`src/hdl/ebt_pkg_unused_guard.sv`:
```
`default_nettype none
`default_nettype wire

```
`src/hdl/ebt_pkg.sv`:
```
`default_nettype none
package ebt_pkg;
	// register offsets
	localparam logic [11:0] OFS_MODE  = 12'h000;
	localparam logic [11:0] OFS_AREA0 = 12'h010;
	localparam logic [11:0] OFS_AREA1 = 12'h014;
	localparam logic [11:0] OFS_CSC0  = 12'h040;
	localparam logic [11:0] OFS_CSC1  = 12'h044;

	// reset values and writable bits
	localparam logic [31:0] MODE_RST  = 32'h0000_0000;
	localparam logic [31:0] AREA_RST  = 32'h0000_0000;
	localparam logic [31:0] CSC_RST   = 32'h4911_0000;
	localparam logic [31:0] MODE_WMSK = 32'h0000_0007;
	localparam logic [31:0] AREA_WMSK = 32'hFFFF_00FF;
	localparam logic [31:0] CSC_WMSK  = 32'hFF3F_001F;

	// bus_mode_control fields
	localparam int MODE_SEL_BIT = 0;
	localparam int STRETCH_LSB  = 1;

	// area_start_config fields
	localparam int AREA_START_LSB = 16;
	localparam int AREA_SIZE_LSB  = 0;

	// select_timing_control fields
	localparam int SEL_REC_LSB   = 30;
	localparam int WR_REC_LSB    = 27;
	localparam int RD_REC_LSB    = 24;
	localparam int LATCH_DLY_LSB = 20;
	localparam int WR_SETUP_LSB  = 18;
	localparam int RD_SETUP_LSB  = 16;
	localparam int WAIT_LSB      = 0;

	// external window, address bits 31:25
	localparam logic [6:0] EXT_WINDOW = 7'h30;

	// counters and fixed field limits
	localparam int         CNT_W     = 7;
	localparam logic [4:0] WAIT_MAX  = 5'h0F;
	localparam logic [3:0] SIZE_MAX  = 4'h8;

	typedef enum logic [4:0] {
		ST_IDLE = 5'b00001,
		ST_ALE  = 5'b00010,
		ST_ADDR = 5'b00100,
		ST_STRB = 5'b01000,
		ST_DONE = 5'b10000
	} ebt_state_t;
endpackage
`default_nettype wire

```
`src/hdl/ebt_chan_if.sv`:
```
`default_nettype none
interface ebt_chan_if;
	import ebt_pkg::*;
	logic [31:0]      area_cfg;
	logic [31:0]      csc_cfg;
	logic [1:0]       stretch;
	logic [31:0]      addr;
	logic             hit;
	logic [CNT_W-1:0] setup_rd;
	logic [CNT_W-1:0] setup_wr;
	logic [CNT_W-1:0] wait_cnt;
	logic [CNT_W-1:0] latch_clks;
	logic [CNT_W-1:0] rec_rd;
	logic [CNT_W-1:0] rec_wr;

	modport dec (input area_cfg, csc_cfg, stretch, addr,
		output hit, setup_rd, setup_wr, wait_cnt, latch_clks, rec_rd, rec_wr);
	modport ctl (output area_cfg, csc_cfg, stretch, addr,
		input hit, setup_rd, setup_wr, wait_cnt, latch_clks, rec_rd, rec_wr);
endinterface
`default_nettype wire

```
`src/hdl/ebt_chan_decode.sv`:
```
`default_nettype none
module ebt_chan_decode
	import ebt_pkg::*;
(
	ebt_chan_if.dec ch
);
	logic [1:0]       shift;
	logic [3:0]       size_code;
	logic [7:0]       start_mask;
	logic [CNT_W-1:0] sel_rec;

	function automatic logic [CNT_W-1:0] setup_clks(input logic [1:0] code);
		case (code)
			2'b00: setup_clks = 7'h00;
			2'b01: setup_clks = 7'h01;
			2'b10: setup_clks = 7'h02;
			default: setup_clks = 7'h04;
		endcase
	endfunction

	function automatic logic [CNT_W-1:0] rec_clks(input logic [2:0] code);
		rec_clks = (code == 3'h7) ? 7'h08 : {4'h0, code};
	endfunction

	// stretch code 11 is prohibited and behaves as no stretch
	assign shift = (ch.stretch == 2'b01) ? 2'h1 : (ch.stretch == 2'b10) ? 2'h2 : 2'h0;

	// prohibited size codes fall back to the smallest area
	assign size_code  = (ch.area_cfg[AREA_SIZE_LSB +: 8] > {4'h0, SIZE_MAX}) ? SIZE_MAX
		: ch.area_cfg[AREA_SIZE_LSB +: 4];
	assign start_mask = ~(8'hFF >> size_code);
	assign ch.hit     = (ch.addr[31:25] == EXT_WINDOW)
		&& ((ch.addr[23:16] & start_mask) == (ch.area_cfg[AREA_START_LSB +: 8] & start_mask));

	assign ch.wait_cnt = ((ch.csc_cfg[WAIT_LSB +: 5] > WAIT_MAX) ? {2'h0, WAIT_MAX}
		: {2'h0, ch.csc_cfg[WAIT_LSB +: 5]}) << shift;
	assign ch.setup_rd = setup_clks(ch.csc_cfg[RD_SETUP_LSB +: 2]) << shift;
	assign ch.setup_wr = setup_clks(ch.csc_cfg[WR_SETUP_LSB +: 2]) << shift;
	// latch delay 1, 2 or 4
	assign ch.latch_clks = ((ch.csc_cfg[LATCH_DLY_LSB +: 2] == 2'b00) ? 7'h01
		: (ch.csc_cfg[LATCH_DLY_LSB +: 2] == 2'b01) ? 7'h02 : 7'h04) << shift;
	// select recovery 0, 1, 2, 4
	assign sel_rec = setup_clks(ch.csc_cfg[SEL_REC_LSB +: 2]);
	assign ch.rec_rd = CNT_W'((rec_clks(ch.csc_cfg[RD_REC_LSB +: 3]) + sel_rec) << shift);
	assign ch.rec_wr = CNT_W'((rec_clks(ch.csc_cfg[WR_REC_LSB +: 3]) + sel_rec) << shift);
endmodule // ebt_chan_decode
`default_nettype wire

```
`src/hdl/ebt_bus_seq.sv`:
```
`default_nettype none
// Summary of operation
// - separate mode basic external cycle lasts three clocks
// - bus cycle runs on the system clock, no divided bus clock
// - internal access: address held, data floated, strobes idle
// - multiplexed mode basic external cycle lasts four clocks
// - multiplexed internal access: no latch pulse, lines floated, strobes idle
// - per channel wait count 0 to 15 clocks inserted in each access
// - per channel read and write recovery: none, 1 to 6, or 8
// - per channel select recovery: none, 1, 2 or 4 clocks
// - recovery applies between consecutive external accesses
// - per channel read and write setup up to 4 clocks before strobe
// - multiplexed address to strobe delay 1, 2 or 4 clocks
// - latch delay defaults to 2 clocks after reset
// - multiplexed: A23..16 dedicated, 15..0 shared address and data
// - mode bit 1 selects separate, 0 multiplexed
// - stretch field doubles or quadruples setup, wait, recovery
// - channel 0 wins when both channels decode the address
module ebt_bus_seq
	import ebt_pkg::*;
(
	input  wire logic        clk,
	input  wire logic        rst,
	input  wire logic        reg_wr_en,
	input  wire logic        reg_rd_en,
	input  wire logic [11:0] reg_addr,
	input  wire logic [31:0] reg_wdata,
	output logic      [31:0] reg_rdata,
	output logic             reg_rd_valid,
	input  wire logic        req_valid,
	input  wire logic        req_write,
	input  wire logic [31:0] req_addr,
	input  wire logic [15:0] req_wdata,
	input  wire logic [1:0]  req_byte_en,
	output logic             req_ready,
	output logic             rsp_valid,
	output logic      [15:0] rsp_rdata,
	output logic      [23:0] ext_addr,
	output logic      [15:0] ext_data_out,
	output logic             ext_data_oe_n,
	input  wire logic [15:0] ext_data_in,
	output logic             read_strobe_n,
	output logic             write_strobe_n,
	output logic             chip_select_first_n,
	output logic             chip_select_second_n,
	output logic             low_byte_enable_n,
	output logic             high_byte_enable_n,
	output logic             address_latch,
	output logic             bus_mode_separate
);
	ebt_chan_if ch0 ();
	ebt_chan_if ch1 ();
	ebt_chan_decode u_dec0 (.ch(ch0));
	ebt_chan_decode u_dec1 (.ch(ch1));

	// registers
	logic [2:0]  mode_r, mode_nxt;
	logic [31:0] area0_r, area0_nxt, area1_r, area1_nxt;
	logic [31:0] csc0_r, csc0_nxt, csc1_r, csc1_nxt;
	logic [31:0] rdata_r, rdata_nxt;
	logic        rdv_r, rdv_nxt;
	// sequencer
	ebt_state_t       state_r, state_nxt;
	logic [CNT_W-1:0] cnt_r, cnt_nxt, rec_r, rec_nxt;
	logic             sel_r, sel_nxt, wr_r, wr_nxt;
	logic [23:0]      addr_r, addr_nxt;
	logic [15:0]      wdata_r, wdata_nxt, dout_r, dout_nxt;
	logic [1:0]       be_r, be_nxt;
	logic             rd_n_r, rd_n_nxt, wr_n_r, wr_n_nxt, oe_n_r, oe_n_nxt;
	logic             cs0_n_r, cs0_n_nxt, cs1_n_r, cs1_n_nxt, ale_r, ale_nxt;
	logic             ben_l_r, ben_l_nxt, ben_h_r, ben_h_nxt;
	// answers and pin sampling
	logic             done_d_r, done_d_nxt, rsp_v_r, rsp_v_nxt;
	logic [15:0]      rsp_d_r, rsp_d_nxt, din_s1_r, din_s2_r;
	logic             sep, ext_hit, accept, busy_nxt, drv_addr, drv_data;
	logic [CNT_W-1:0] acc_setup, cur_wait, cur_rec;

	assign ch0.area_cfg = area0_r;
	assign ch0.csc_cfg  = csc0_r;
	assign ch0.stretch  = mode_r[STRETCH_LSB +: 2];
	assign ch0.addr     = req_addr;
	assign ch1.area_cfg = area1_r;
	assign ch1.csc_cfg  = csc1_r;
	assign ch1.stretch  = mode_r[STRETCH_LSB +: 2];
	assign ch1.addr     = req_addr;

	assign sep     = mode_r[MODE_SEL_BIT];
	assign ext_hit = ch0.hit | ch1.hit;
	assign req_ready = (state_r == ST_IDLE) && (!ext_hit || rec_r == '0);
	assign accept    = req_valid && req_ready;
	assign acc_setup = ch0.hit ? (req_write ? ch0.setup_wr : ch0.setup_rd)
		: (req_write ? ch1.setup_wr : ch1.setup_rd);
	assign cur_wait  = sel_r ? ch1.wait_cnt : ch0.wait_cnt;
	assign cur_rec   = sel_r ? (wr_r ? ch1.rec_wr : ch1.rec_rd) : (wr_r ? ch0.rec_wr : ch0.rec_rd);

	// register file, word access only
	always_comb begin
		mode_nxt  = mode_r;
		area0_nxt = area0_r;
		area1_nxt = area1_r;
		csc0_nxt  = csc0_r;
		csc1_nxt  = csc1_r;
		rdata_nxt = rdata_r;
		rdv_nxt   = reg_rd_en;
		if (reg_wr_en) begin
			case (reg_addr)
				OFS_MODE:  mode_nxt  = reg_wdata[2:0] & MODE_WMSK[2:0];
				OFS_AREA0: area0_nxt = reg_wdata & AREA_WMSK;
				OFS_AREA1: area1_nxt = reg_wdata & AREA_WMSK;
				OFS_CSC0:  csc0_nxt  = reg_wdata & CSC_WMSK;
				OFS_CSC1:  csc1_nxt  = reg_wdata & CSC_WMSK;
				default: ;
			endcase
		end
		if (reg_rd_en) begin
			case (reg_addr)
				OFS_MODE:  rdata_nxt = {29'h0, mode_r};
				OFS_AREA0: rdata_nxt = area0_r;
				OFS_AREA1: rdata_nxt = area1_r;
				OFS_CSC0:  rdata_nxt = csc0_r;
				OFS_CSC1:  rdata_nxt = csc1_r;
				default:   rdata_nxt = 32'h0000_0000;
			endcase
		end
	end

	always_ff @(posedge clk) begin
		if (rst) begin
			mode_r  <= MODE_RST[2:0];
			area0_r <= AREA_RST;
			area1_r <= AREA_RST;
			csc0_r  <= CSC_RST;
			csc1_r  <= CSC_RST;
			rdata_r <= 32'h0000_0000;
			rdv_r   <= 1'b0;
		end else begin
			mode_r  <= mode_nxt;
			area0_r <= area0_nxt;
			area1_r <= area1_nxt;
			csc0_r  <= csc0_nxt;
			csc1_r  <= csc1_nxt;
			rdata_r <= rdata_nxt;
			rdv_r   <= rdv_nxt;
		end
	end

	// sequencer: one state per phase, counter stretches each phase except ST_DONE
	always_comb begin
		state_nxt = state_r;
		cnt_nxt   = cnt_r;
		sel_nxt   = sel_r;
		wr_nxt    = wr_r;
		addr_nxt  = addr_r;
		wdata_nxt = wdata_r;
		be_nxt    = be_r;
		rec_nxt   = (rec_r != '0) ? rec_r - 1'b1 : rec_r;
		case (state_r)
			ST_IDLE: begin
				// internal access leaves the bus untouched
				if (accept && ext_hit) begin
					sel_nxt   = !ch0.hit;
					wr_nxt    = req_write;
					addr_nxt  = req_addr[23:0];
					wdata_nxt = req_wdata;
					be_nxt    = req_byte_en;
					state_nxt = sep ? ST_ADDR : ST_ALE;
					cnt_nxt   = sep ? acc_setup : (ch0.hit ? ch0.latch_clks : ch1.latch_clks) - 1'b1;
				end
			end
			ST_ALE: begin
				if (cnt_r == '0) begin
					state_nxt = ST_ADDR;
					cnt_nxt   = sel_r ? (wr_r ? ch1.setup_wr : ch1.setup_rd)
						: (wr_r ? ch0.setup_wr : ch0.setup_rd);
				end else begin
					cnt_nxt = cnt_r - 1'b1;
				end
			end
			ST_ADDR: begin
				if (cnt_r == '0) begin
					state_nxt = ST_STRB;
					cnt_nxt   = cur_wait;
				end else begin
					cnt_nxt = cnt_r - 1'b1;
				end
			end
			ST_STRB: begin
				if (cnt_r == '0) begin
					state_nxt = ST_DONE;
				end else begin
					cnt_nxt = cnt_r - 1'b1;
				end
			end
			// load recovery after the strobe ends
			ST_DONE: begin
				state_nxt = ST_IDLE;
				rec_nxt   = cur_rec;
			end
			default: state_nxt = ST_IDLE;
		endcase
	end

	// pins follow the next state so they change on the phase edge
	always_comb begin
		busy_nxt  = (state_nxt != ST_IDLE);
		// low address half shares the data lines
		drv_addr  = !sep && (state_nxt == ST_ALE || state_nxt == ST_ADDR);
		drv_data  = wr_nxt && (state_nxt == ST_STRB || state_nxt == ST_DONE
			|| (sep && state_nxt == ST_ADDR));
		dout_nxt  = drv_addr ? addr_nxt[15:0] : wdata_nxt;
		oe_n_nxt  = !(drv_addr || drv_data);
		ale_nxt   = (state_nxt == ST_ALE);
		rd_n_nxt  = !(state_nxt == ST_STRB && !wr_nxt);
		wr_n_nxt  = !(state_nxt == ST_STRB && wr_nxt);
		cs0_n_nxt = !(busy_nxt && !sel_nxt);
		cs1_n_nxt = !(busy_nxt && sel_nxt);
		ben_l_nxt = !(busy_nxt && be_nxt[0]);
		ben_h_nxt = !(busy_nxt && be_nxt[1]);
	end

	always_ff @(posedge clk) begin
		if (rst) begin
			state_r <= ST_IDLE;
			cnt_r   <= '0;
			rec_r   <= '0;
			sel_r   <= 1'b0;
			wr_r    <= 1'b0;
			addr_r  <= 24'h00_0000;
			wdata_r <= 16'h0000;
			be_r    <= 2'h0;
			dout_r  <= 16'h0000;
			oe_n_r  <= 1'b1;
			ale_r   <= 1'b0;
			rd_n_r  <= 1'b1;
			wr_n_r  <= 1'b1;
			cs0_n_r <= 1'b1;
			cs1_n_r <= 1'b1;
			ben_l_r <= 1'b1;
			ben_h_r <= 1'b1;
		end else begin
			state_r <= state_nxt;
			cnt_r   <= cnt_nxt;
			rec_r   <= rec_nxt;
			sel_r   <= sel_nxt;
			wr_r    <= wr_nxt;
			addr_r  <= addr_nxt;
			wdata_r <= wdata_nxt;
			be_r    <= be_nxt;
			dout_r  <= dout_nxt;
			oe_n_r  <= oe_n_nxt;
			ale_r   <= ale_nxt;
			rd_n_r  <= rd_n_nxt;
			wr_n_r  <= wr_n_nxt;
			cs0_n_r <= cs0_n_nxt;
			cs1_n_r <= cs1_n_nxt;
			ben_l_r <= ben_l_nxt;
			ben_h_r <= ben_h_nxt;
		end
	end

	// read data passes two flops, so the answer trails the cycle by two clocks
	always_comb begin
		done_d_nxt = (state_r == ST_DONE);
		rsp_v_nxt  = done_d_r || (accept && !ext_hit);
		rsp_d_nxt  = done_d_r ? (wr_r ? 16'h0000 : din_s2_r) : 16'h0000;
	end

	always_ff @(posedge clk) begin
		if (rst) begin
			done_d_r <= 1'b0;
			rsp_v_r  <= 1'b0;
			rsp_d_r  <= 16'h0000;
			din_s1_r <= 16'h0000;
			din_s2_r <= 16'h0000;
		end else begin
			done_d_r <= done_d_nxt;
			rsp_v_r  <= rsp_v_nxt;
			rsp_d_r  <= rsp_d_nxt;
			din_s1_r <= ext_data_in;
			din_s2_r <= din_s1_r;
		end
	end

	assign reg_rdata            = rdata_r;
	assign reg_rd_valid         = rdv_r;
	assign rsp_valid            = rsp_v_r;
	assign rsp_rdata            = rsp_d_r;
	assign ext_addr             = addr_r;
	assign ext_data_out         = dout_r;
	assign ext_data_oe_n        = oe_n_r;
	assign read_strobe_n        = rd_n_r;
	assign write_strobe_n       = wr_n_r;
	assign chip_select_first_n  = cs0_n_r;
	assign chip_select_second_n = cs1_n_r;
	assign low_byte_enable_n    = ben_l_r;
	assign high_byte_enable_n   = ben_h_r;
	assign address_latch        = ale_r;
	assign bus_mode_separate    = sep;

	// checking helpers: cycle length and recovery gap
	logic [7:0] cyc_r, exp_r, gap_r, last_rec_r;
	always_ff @(posedge clk) begin
		if (rst) begin
			cyc_r      <= 8'h00;
			exp_r      <= 8'h00;
			gap_r      <= 8'hFF;
			last_rec_r <= 8'h00;
		end else begin
			cyc_r      <= (accept && ext_hit) ? 8'h01 : cyc_r + 8'h01;
			if (accept && ext_hit) begin
				exp_r <= 8'(acc_setup) + 8'(ch0.hit ? ch0.wait_cnt : ch1.wait_cnt) + 8'h03
					+ (sep ? 8'h00 : 8'(ch0.hit ? ch0.latch_clks : ch1.latch_clks));
			end
			gap_r      <= (state_r == ST_DONE) ? 8'h00 : ((gap_r == 8'hFF) ? gap_r : gap_r + 8'h01);
			if (state_r == ST_DONE) begin
				last_rec_r <= 8'(cur_rec);
			end
		end
	end
endmodule // ebt_bus_seq
`default_nettype wire

```
`config.mk`:
```
export PLATFORM = sky130hd
export DESIGN_NAME = ebt_bus_seq
export DESIGN_NICKNAME = d
export VERILOG_FILES = /design/src/hdl/ebt_pkg_unused_guard.sv /design/src/hdl/ebt_pkg.sv /design/src/hdl/ebt_chan_if.sv /design/src/hdl/ebt_chan_decode.sv /design/src/hdl/ebt_bus_seq.sv
export SDC_FILE = /design/constraint.sdc
export NUM_CORES = 1
export LEC_CHECK = 0
export BUFFER_PORTS_ARGS = -buffer_cell sky130_fd_sc_hd__buf_2
export CORE_MARGIN = 1.5
export CORE_UTILIZATION = 40
export DETAILED_ROUTE_END_ITERATION = 16
export PLACE_DENSITY = 0.58
export SLEW_MARGIN = 20
export SYNTH_ARGS = -nofsm -noshare
export SYNTH_HDL_FRONTEND = slang
export SYNTH_SLANG_ARGS = --single-unit
```
`constraint.sdc`:
```
create_clock -name clk -period 3.91 [get_ports clk]
set_input_delay 0.782 -clock clk [delete_from_list [all_inputs] [get_ports clk]]
set_output_delay 0.782 -clock clk [all_outputs]
set_load 0.02 [all_outputs]
```
==> flow_summary.ini <==
[global_routing]
grt_max_degree = 89
antenna_found_initial = 0
first_global_vias = 9338
grt_pass1_wl_um = 50290
grt-ovfl-total = 0
grt_usage_pct = 21.27

[timing]
drv_slew = 0
setup_viol = 0
tns_ns = 0
finalClockSkew_ns = 0.02530
hold_viol = 0
max-slew-margin-rel_pct = 32.82
setup_slack_ns = 0.2524
holdWs_ns = 0.4231
grt_setup_unrepaired = false
timing.final.crit_share_pct = 93.55
fmax_ghz = 0.2734
tightest_slew_ns = 1.007
post-route-min-period_ns = 3.658

[detailed_routing]
wl_per_cell_um = 16.59
firstDrtPassIters = 5
initialDrtViolationCount = 738
drcViolationCount = 0
routed_wl_um = 32090
antenna_left = 0
viasPerCell = 5.254
via_count = 10160

[final_layout]
stdcell_area_um2 = 13590
layout-drive-gt1-share_pct = 19.73
syn_to_final_growth_pct = 19.48
instances_no_fill = 1934
nets = 1662
n_antenna_cell = 0
final_core_util_pct = 48.79

[synthesis]
avgSynthCellArea_um2 = 8.273
syn_area_um2 = 11380
synth-seq-area-share_pct = 44.17
synth_top_family_by_area = simple AND/OR/NAND/NOR gates
synth_compound_area_share_pct = 19.49
yosysTopAreaCell = dfxtp_1
synth-main-ff-cell = dfxtp_1
ys_warn_count = 0
synth_seq_cells = 251
synthCells = 1375
synth_edf_count = 0
synthXorXnorAreaFrac_pct = 2.387
synth_top_area_share_pct = 44.17
ys_types = 82
synth_mux_area_share_pct = 4.520
async_reset_ff_share_pct = 0
synth-simple-area-share_pct = 22.95
synthAdderAreaFrac_pct = 1.441
synthTopCellsByArea = dfxtp_1 44%, nand2_1 8.5%, a21oi_1 8.4%

[clock_network]
clock_sink_count = 251
worstSkewPairLatency_ns = 0.54
cts-root-buf = clkbuf_16
cts_tree = yes
clk_pin_slew_ns = 0.07
h-tree-depth = 1
clockBufferDepth = 3
numCtsBuffers = 27

[place]
gp_congestion = 0.9221
dp_cells = 1884
place_hpwl_um = 22510
dpl_worst_slack_ns = 0.2206
placed_area_um2 = 12640
portBuffers = 198

[floorplanning]
fp.dieH_um = 171.6
rows = 61
die_area_um2 = 29460
start_util_pct = 40.84
core_um2 = 27860
dieWidth_um = 171.6
io_pins = 216

[setup_path]
required_ns = 3.13
critPathKind = reg2out
crit_path_start_kind = flop
cp-end-kind = output pin
cp_max_fo = 20
crit_arrival_ns = 2.88

[power]
power_mw = 5.717
leakage_nw = 5.406
power_density_nw_per_um2 = 420.7
ir_drop_v = 0.0003719

[outcome]
outcome = complete, no violations

[run]
drv_cap = 0

[min_path]
hold_class = reg2reg
==> cells in the final DEF, fill, tap and decap left out, drive strengths merged, types with 9 or more instances in the layout <==
cell     synthesis  routed
nand3           38      38
and2            24      24
buf             40     226
nor2           106     106
nor3            18      18
ha               9       9
nor2b           47      47
xor2            24      24
nand2          259     259
dfxtp          251     251
a21oi          190     190
a22oi           43      43
a2bb2oi         16      16
mux2i           39      39
o21ai           35      35
clkbuf          62      36
nand2b          19      19
inv             21      25
==> report_power, final <==
group,switching [mW],internal (mW),leakage [nW]
Combinational,0.242,0.173,2.91
Clock,1.06,1.60,0.470
Sequential,0.0290,2.61,2.03
==> metal layers <==
metal	global-route usage [%]	up-vias	share of wire (%)
met5	0	-	0
met4	5.873	0	2.5
met3	3.290	51	6.1
met2	34.75	325	46
met1	29.03	4729	45
li1	-	5056	-
==> area by class of cell <==
type                    count  area (µm²)
clock inverters            14       162.7
repair buffers            226        1245
flip-flops and latches    251        5025
multi-input cells        1007        5824
inverters                  22       82.58
clock buffers              36       779.5
well taps                 378       473.0
fillers                  2713       14270
==> worst max-delay path: stages, from the launching register on <==
cell	delay (ns)
dfxtp_1	0.34
nor3_1	0.32
nand2_1	0.14
o32ai_1	0.27
and4b_2	0.34
buf_4	0.32
o21ai_0	0.17
and4b_1	0.26
buf_2	0.16
==> sequential cells by signal (all words and copies together) (netlist names), 2 cells and up <==
register,flops
rec_r,7
din_s1_r,16
area0_r,24
rsp_rdata,16
ch0.csc_cfg,19
area1_r,24
wdata_r,16
reg_rdata,24
ext_addr,24
mode_r,3
din_s2_r,16
be_r,2
cnt_r,7
ch1.csc_cfg,19
ext_data_out,16
state_r,5
==> kinds of logic (layout without fill, tap and decap cells) <==
family                     Yosys count  count (layout)
and+or+nand+nor                    562             562
other                                1               8
buffers and inverters              124             298
AOI/OAI and AO/OA                  349             349
xor gates and xnor gates            31              31
adders and majority gates           12              12
DFF                                251             251
muxes                               45              45
==> timing repair <==
action                                  4_1_cts  5_1_grt
hold buffers                                  0        0
endpoints found under the hold margin         0        0
endpoints found under the setup margin        0        1
setup buffers                                 0        0
resized for setup                             0        1
==> path summary, 6_finish.rpt <==
check | from | end | slack, ns | cells past startpoint
max | area0_r[4] | req_ready | 0.25 | 8
max reg2reg | area0_r[4] | cnt_r[2] | 0.77 | 14
min | din_s2_r[6] | rsp_rdata[6] | 0.42 | 1
min reg2reg | din_s2_r[6] | rsp_rdata[6] | 0.42 | 1
==> cells in the mapped netlist, types with 6 or more instances <==
cell type    n
ha_1         9
buf_4       13
a211oi_1     7
xor2_1      24
o211ai_1     7
mux2i_1     39
inv_1       21
clkbuf_1    62
xnor2_1      7
dfxtp_1    251
nand2b_1    19
a21oi_1    190
buf_2       19
a2bb2oi_2   10
nand3b_1     8
and2_1      23
a22oi_1     43
nand2_1    259
nor3_1      18
and3_1       7
nand3_1     38
o21ai_0     33
nor2b_1     46
a2bb2oi_1    6
nor2_1     105
Power figures use the tool's default switching activity.
